[src/pg_pkg.sv]
// Package for the port 1 GPIO block: register offsets, field layout, reset values.
// Assumes a classic Wishbone slave with 32-bit data, registers in the low byte.
package pg_pkg;
    // ****************************************
    // Register map (byte addresses)
    // ****************************************
    localparam logic [3:0] PG_OFF_FSEL = 4'h0;
    localparam logic [3:0] PG_OFF_DIR = 4'h4;
    localparam logic [3:0] PG_OFF_DATA = 4'h8;
    localparam logic [3:0] PG_OFF_PULL = 4'hc;

    // ****************************************
    // Field layout
    // ****************************************
    localparam int PG_FS_EXT_INT3 = 7;
    localparam int PG_FS_EXT_INT2 = 6;
    localparam int PG_FS_EXT_INT1 = 5;
    localparam int PG_FS_EXT_INT0 = 4;
    localparam int PG_FS_TXD = 1;
    localparam int PG_FS_WAVE = 0;
    // Implemented pin bits (no bit 3 pin)
    localparam logic [7:0] PG_PIN_MASK = 8'hf7;
    // Writable function-select bits
    localparam logic [7:0] PG_FS_MASK = 8'hf3;
    // Reserved bits that read as one
    localparam logic [7:0] PG_FS_RSV1 = 8'h0c;
    localparam logic [7:0] PG_DATA_RSV1 = 8'h08;
    localparam logic [7:0] PG_PULL_RSV1 = 8'h08;

    // ****************************************
    // Reset values
    // ****************************************
    localparam logic [7:0] PG_RST_FSEL = 8'h00;
    localparam logic [7:0] PG_RST_DIR = 8'h00;
    localparam logic [7:0] PG_RST_DATA = 8'h00;
    localparam logic [7:0] PG_RST_PULL = 8'h00;
endpackage

[src/pg_port1.sv]
// Port 1 GPIO with pin function select, behind a classic Wishbone slave.
// Assumes pins, peripheral outputs and bus inputs are synchronous to clk_i.
`timescale 1ns/10ps
`default_nettype none

module pg_port1 (
    input wire logic clk_i,
    input wire logic rst_i,
    // Wishbone classic slave
    input wire logic wb_cyc_i,
    input wire logic wb_stb_i,
    input wire logic wb_we_i,
    input wire logic [3:0] wb_adr_i,
    input wire logic [3:0] wb_sel_i,
    input wire logic [31:0] wb_dat_i,
    output logic [31:0] wb_dat_o,
    output logic wb_ack_o,
    output logic wb_err_o,
    // Port 1 pins
    input wire logic [7:0] port1_pin_i,
    output logic [7:0] port1_pin_o,
    output logic [7:0] port1_pin_oe_o,
    output logic [7:0] port1_pullup_o,
    // Port 2 pin 2 transmit routing
    input wire logic port2_pin2_gpio_out_i,
    input wire logic port2_pin2_gpio_oe_i,
    input wire logic serial_txd_i,
    output logic port2_pin2_o,
    output logic port2_pin2_oe_o,
    // Peripheral inputs and outputs
    input wire logic timer_waveform_i,
    output logic [3:0] ext_interrupt_o,
    output logic timer_trigger_input_o
);
    import pg_pkg::*;

    // ****************************************
    // State
    // ****************************************
    typedef struct packed {
        logic [7:0] fsel;
        logic [7:0] dir;
        logic [7:0] data;
        logic [7:0] pull;
        logic ack;
        logic err;
        logic [7:0] rdat;
    } pg_state_s;

    pg_state_s st_q;
    pg_state_s st_d;

    // Byte lane 0 write strobe for one address
    function automatic logic pg_wr(input logic [3:0] adr, input logic [3:0] off,
                                   input logic req, input logic we, input logic sel0);
        pg_wr = req && we && sel0 && (adr == off);
    endfunction

    logic req;
    logic mapped;
    logic [7:0] gpio_oe;
    logic [7:0] data_rd;

    // New request only when no answer is standing, so each access acks once
    assign req = wb_cyc_i && wb_stb_i && !st_q.ack && !st_q.err;
    assign mapped = (wb_adr_i == PG_OFF_FSEL) || (wb_adr_i == PG_OFF_DIR) ||
                    (wb_adr_i == PG_OFF_DATA) || (wb_adr_i == PG_OFF_PULL);

    // Direction only counts where the pin is not taken by a peripheral
    assign gpio_oe = st_q.dir & PG_PIN_MASK & ~{st_q.fsel[7:4], 4'h0};

    // Latch where output, pin level where input
    assign data_rd = ((st_q.data & st_q.dir) | (port1_pin_i & ~st_q.dir)) & PG_PIN_MASK
                     | PG_DATA_RSV1;

    // ****************************************
    // Next-state logic
    // ****************************************
    always_comb begin
        st_d = st_q;
        st_d.ack = req && mapped;
        st_d.err = req && !mapped;
        // Reserved positions masked off so they never store
        if (pg_wr(wb_adr_i, PG_OFF_FSEL, req, wb_we_i, wb_sel_i[0])) begin
            st_d.fsel = wb_dat_i[7:0] & PG_FS_MASK;
        end
        if (pg_wr(wb_adr_i, PG_OFF_DIR, req, wb_we_i, wb_sel_i[0])) begin
            st_d.dir = wb_dat_i[7:0] & PG_PIN_MASK;
        end
        if (pg_wr(wb_adr_i, PG_OFF_DATA, req, wb_we_i, wb_sel_i[0])) begin
            st_d.data = wb_dat_i[7:0] & PG_PIN_MASK;
        end
        if (pg_wr(wb_adr_i, PG_OFF_PULL, req, wb_we_i, wb_sel_i[0])) begin
            st_d.pull = wb_dat_i[7:0] & PG_PIN_MASK;
        end
        // Read data captured at request; direction is write-only, reads zero
        st_d.rdat = 8'h00;
        if (req && !wb_we_i) begin
            unique case (wb_adr_i)
                PG_OFF_FSEL: st_d.rdat = st_q.fsel | PG_FS_RSV1;
                PG_OFF_DATA: st_d.rdat = data_rd;
                PG_OFF_PULL: st_d.rdat = st_q.pull | PG_PULL_RSV1;
                default: st_d.rdat = 8'h00;
            endcase
        end
        if (rst_i) begin
            st_d.fsel = PG_RST_FSEL;
            st_d.dir = PG_RST_DIR;
            st_d.data = PG_RST_DATA;
            st_d.pull = PG_RST_PULL;
            st_d.ack = 1'b0;
            st_d.err = 1'b0;
            st_d.rdat = 8'h00;
        end
    end

    // State register
    always_ff @(posedge clk_i) begin
        st_q <= st_d;
    end

    // ****************************************
    // Bus outputs
    // ****************************************
    assign wb_ack_o = st_q.ack;
    assign wb_err_o = st_q.err;
    assign wb_dat_o = {24'h000000, st_q.rdat};

    // ****************************************
    // Pin routing
    // ****************************************
    // Pin 0 either timer waveform or latch; other pins from latch
    always_comb begin
        port1_pin_o = st_q.data & PG_PIN_MASK;
        port1_pin_oe_o = gpio_oe;
        if (st_q.fsel[PG_FS_WAVE]) begin
            port1_pin_o[0] = timer_waveform_i;
            port1_pin_oe_o[0] = 1'b1;
        end
    end

    // Pull-ups only on pins whose direction bit is clear, even where the pin is taken by a peripheral
    assign port1_pullup_o = st_q.pull & ~st_q.dir & PG_PIN_MASK;

    // Interrupt inputs gated low when not selected to avoid spurious edges
    assign ext_interrupt_o = {port1_pin_i[7] & st_q.fsel[PG_FS_EXT_INT3],
                              port1_pin_i[6] & st_q.fsel[PG_FS_EXT_INT2],
                              port1_pin_i[5] & st_q.fsel[PG_FS_EXT_INT1],
                              port1_pin_i[4] & st_q.fsel[PG_FS_EXT_INT0]};
    assign timer_trigger_input_o = port1_pin_i[7] & st_q.fsel[PG_FS_EXT_INT3];

    // Port 2 pin 2: transmit output overrides its own GPIO control
    assign port2_pin2_o = st_q.fsel[PG_FS_TXD] ? serial_txd_i : port2_pin2_gpio_out_i;
    assign port2_pin2_oe_o = st_q.fsel[PG_FS_TXD] | port2_pin2_gpio_oe_i;
endmodule // pg_port1

`default_nettype wire

[config.mk]
export PLATFORM = sky130hd
export DESIGN_NAME = pg_port1
export DESIGN_NICKNAME = d
export VERILOG_FILES = /design/src/pg_pkg.sv /design/src/pg_port1.sv
export SDC_FILE = /design/constraint.sdc
export NUM_CORES = 1
export LEC_CHECK = 0
export ABC_AREA = 1
export BUFFER_PORTS_ARGS = -buffer_cell sky130_fd_sc_hd__buf_2
export CELL_PAD_IN_SITES_DETAIL_PLACEMENT = 1
export CELL_PAD_IN_SITES_GLOBAL_PLACEMENT = 1
export CORE_AREA = 2 2 88 90
export CTS_CLUSTER_DIAMETER = 80
export DETAILED_ROUTE_END_ITERATION = 6
export DIE_AREA = 0 0 90 92
export MAX_ROUTING_LAYER = met4
export PLACE_DENSITY = 0.92
export SLEW_MARGIN = 20
export SYNTH_ARGS = -nofsm -noshare
export SYNTH_HDL_FRONTEND = slang
export SYNTH_SLANG_ARGS = --single-unit
[constraint.sdc]
create_clock -name clk_i -period 2.07 [get_ports clk_i]
set_input_delay 0 -clock clk_i [delete_from_list [all_inputs] [get_ports clk_i]]
set_output_delay 0 -clock clk_i [all_outputs]
set_load 0.03 [all_outputs]
Yosys cells after proc, flatten, opt, wreduce, memory -nomap -nowiden
Index checks and enable logic that the tools add are counted.
{"block": "totals", "out_inout_bits": 65, "reg_bits": 37}
{"block": "op_classes", "n_eq_ne": 3, "n_reduce_logical": 21, "n_mux": 4, "bitwise_logic": 13}
{"op": "$and 8x8->8", "n": 4}
{"op": "$pmux 8 s3", "n": 1}
{"op": "$not 8->8", "n": 2}
{"op": "$logic_and 1x1->1", "n": 12}
{"op": "$eq 4x4->1 const B", "n": 2}
{"op": "$or 8x8->8", "n": 1}
{"op": "$and 1x1->1", "n": 4}
{"op": "$eq 4x3->1 const B", "n": 1}
{"op": "$logic_not 1->1", "n": 4}
{"op": "$logic_not 4->1", "n": 1}
{"op": "$logic_or 1x1->1", "n": 3}
{"op": "$mux 1", "n": 3}
{"op": "$reduce_or 2->1", "n": 1}
{"op": "$not 1->1", "n": 1}
{"op": "$or 1x1->1", "n": 1}

Logic depth before layout (Yosys ltp)
{"block": "logic_depth", "depth_word": 6, "mapped_depth": 8}

Least setup slack after synthesis
OpenSTA, ideal clock, no wires.
{"block": "synth_timing", "path_type": "register to register", "from": "reg st_q (netlist bit wb_ack_o)", "to": "reg st_q[27] (netlist bit)", "setup_time_ns": 0.113, "required_time_ns": 1.957, "path_slack_ns": 0.803, "stages_incl_launch_ff": 8, "path_buffers": 1, "arrival_ns": 1.154, "path_cell_list": "dfxtp_1 > nor2_4 > nand2_2 > nor2_4 > buf_6 > nand3_1 > nand2_1 > nor2_1"}
{"block": "synth_between", "elab_chain_cells": 6}
{"item": "start, declared", "line": "pg_port1.sv:50", "text": "pg_state_s st_q;"}
{"item": "start signal, assigned", "line": "pg_port1.sv:119", "text": "st_q <= st_d;"}
{"item": "$logic_not 1->1", "line": "pg_port1.sv:65", "text": "assign req = wb_cyc_i && wb_stb_i && !st_q.ack && !st_q.err;"}
{"item": "$logic_and 1x1->1 (2 in series)", "line": "pg_port1.sv:65"}
{"item": "$logic_and 1x1->1 (3 in series)", "line": "pg_port1.sv:56", "text": "pg_wr = req && we && sel0 && (adr == off);"}
Every way passes these cells.
A chain may end at the register's enable or synchronous reset.

Worst setup path after layout
{"block": "layout_timing", "from": "in wb_adr_i[1]", "to": "reg st_q[12] (netlist bit)"}
{"block": "layout_between", "elab_chain_cells": 2}
{"item": "start, declared", "line": "pg_port1.sv:13", "text": "input wire logic [3:0] wb_adr_i,"}
{"item": "$eq 4x4->1", "line": "pg_port1.sv:56"}
{"item": "$logic_and 1x1->1", "line": "pg_port1.sv:56"}
Every way passes these cells.

==> results by group <==
GRT
  – Antenna violations before repair: 0
  – GRT Total Usage: 14.43%
  – First-pass GRT wire length: ~9000 µm
  – Largest net degree at the start of global routing: 28
  – Vias in the first global route: slightly below 2000
  – Total gr overflow: 0

Logic synthesis
  – Syn. warnings: 0
  – Top cells by area, synth: dfxtp_1 33%, buf_4 16%, nor2_1 14%
  – Sequential area share after synthesis: between 30% and 40%
  – Cells after Synth: 340
  – Syn_area_per_cell: about 6.7 µm²
  – Synth Register Bits: 37
  – Netlist cell types: 23
  – Biggest area consumer among synthesized cells: dfxtp_1
  – Synth top area share: between 30% and 40%
  – Cell area after synthesis: between 0.002 and 0.0025 mm²

Power and ir drop
  – Pleak: approximately 1.4 nW
  – Power Density: slightly above 600 mW/mm²
  – Pwr Total: roughly 0.0016 W
  – Peak VDD IR: about 0.21 mV

Route
  – Via Count: a little over 2000
  – Antenna-violating nets left: 0
  – WL final: 5724 µm
  – Post-detailed-route DRC marker count: 0
  – Via density: roughly 4.2
  – Drt first pass iters: 4
  – DR iter-0 viols: 33
  – Detail-routed net length per standard cell: around 12 µm

Clocking
  – Total setup buffers inserted after CTS: 0
  – Root buf cell: clkbuf_8
  – TritonCTS clock tree: done
  – Max Buffers Root-to-Sink: 2
  – Post-CTS sizing: 0
  – Clock slew at reported path FFs: about 0.070 ns
  – Clock Sinks: 37
  – TritonCTS Buffers: 5
  – Depth of the CTS H-tree: 2
  – Clk_lat worst skew: between 0.2 and 0.3 ns

Cells and area
  – Layout cells sized above 1: between 20 and 30%
  – Most frequent cells in the layout: 86 x nor2_1, 65 x buf_2, 64 x nand2_1
  – Fin nets: around 440
  – FILL cells: roughly 1000
  – Commonest non-fill, non-tap cell in the layout: nor2_1
  – Finished layout cell area: roughly 0.0026 mm²
  – Final Util: 34.39%
  – # diodes: 0
  – Area delta synth->final: 12.53%

Timing
  – Final setup fails: 0
  – Achievable Freq: between 600 and 700 MHz
  – Min Hold Slack: 0.01281 ns
  – Worst-margin pin slew: approximately 0.62 ns
  – Final Hold Viols: 0
  – TNS Setup: 0 ns
  – Minimum clock period: between 1 and 1.5 ns
  – Max-slew headroom: around 60%
  – Crit share post-route: a little under three quarters
  – Final Skew: 0.004351 ns
  – RSZ-0062 raised after global routing: no
  – Max-slew violations: 0

Run status
  – Outcome: complete, no violations

Critical path
  – Crit path launch type: input pin
  – Crit path from: wb_adr_i[1]
  – CP arrival: around 1.7 ns
  – Crit. End Element: flop
  – Critical path type: input pin to flop
  – Worst endpoint required time: between 2 and 2.5 ns
  – Launch point of the worst reg-to-reg path: wb_ack_o
  – Crit Path Max Fanout: 15

Placement
  – Placed wire-length estimate: between 4000 and 5000 µm
  – Area after DPL: about 0.0024 mm²
  – GPL Wtd Cong: 0.7468
  – Number of port buffers: 65

Worst hold path
  – Hold Crit Class: input pin to flop
  – HP Start: wb_we_i

Floorplan
  – Starting Density: ~30%
  – Die height: just over 90 µm
  – Core Region: approximately 0.0074 mm²
  – Die Area: 0.008280 mm²
  – Boundary Pins: 122
  – Row Count: 32
  – DIE WIDTH: about 90 µm

Job
  – Max Cap Viol: 0
[metrics by stage]
stage                     cells  setup slack (ns)
final                       490            0.5933
after global routing        490            0.4455
after CTS                   490            0.5769
after detailed placement    480            0.5978
after global placement      480            0.6984
after floorplan             366            0.8034
[logic make-up (layout without fill, tap and decap cells)]
logic type,count (synthesis),in the layout,share of synthesized area (%)
AND/OR/NAND/NOR,200,200,40.13
buffers and inverters,93,115,24.41
flip-flops,37,37,32.55
other,1,27,0.1648
multiplexers,2,2,0.9895
AO/OA/AOI/OAI,7,7,1.759
[critical path, stage by stage]
cell	delay (ns)
dlygate4sd3_1	0.52
buf_2	0.13
inv_1	0.08
nand2_4	0.10
nor2_4	0.37
inv_2	0.12
nor2_8	0.20
nor2_1	0.06
nor2_1	0.11
[repair_timing]
| item | in CTS | in global routing |
|---|---|---|
| hold buffers | 2 | 0 |
| setup endpoints to repair | 0 | 0 |
| hold endpoints to repair | 1 | 0 |
[state kept, by name, indices dropped and copies added (netlist names)]
name         flops
port1_pin_o      6
st_q            21
wb_ack_o         1
wb_dat_o         8
wb_err_o         1
[Yosys cell counts]
cell	n
mux2_2	2
inv_2	5
nor3_4	1
o21a_1	2
buf_6	3
buf_4	49
inv_1	34
nand3_1	31
nor2_8	1
o21ai_0	1
nand2_1	64
or2_2	2
conb_1	1
a21oi_1	4
nor2_4	6
nor2_1	86
nand3b_4	1
nand2_2	3
dfxtp_1	37
buf_1	2
nand3_2	1
nor2_2	3
nand2_4	1
[area by class of cell]
type	instances	area (µm²)	area share, %
Multi-Input combinational cell	236	1077	42.06
Sequential cell	37	740.7	28.92
Timing Repair Buffer	68	352.8	13.78
Inverter	39	146.4	5.716
Tap cell	102	127.6	4.983
Clock buffer	7	86.33	3.371
Clock inverter	1	30.03	1.172
[path summary, 6_finish.rpt]
kind / to / slack [ns] / depth (start not counted)
max: st_q[12] / 0.59 / 9
min: wb_dat_o[3] / 0.01 / 4
max reg2reg: st_q[17] / 0.60 / 6
min reg2reg: st_q[14] / 0.51 / 2
[metal layers]
metal	share of wire, %	vias to the layer above	global-route usage, %
met5	0	-	-
met4	2.0	0	4.744
met3	5.2	12	2.958
met2	50	65	25.63
met1	43	926	16.27
li1	-	1038	-
[report_power, final]
| part | switching, W | internal, W |
|---|---|---|
| Combinational | 0.000156 | 0.0000510 |
| Clock | 0.000259 | 0.000393 |
| Sequential | 0.00000289 | 0.000714 |
| Total | 0.000418 | 0.00116 |
(Power assumes the default switching activity.)
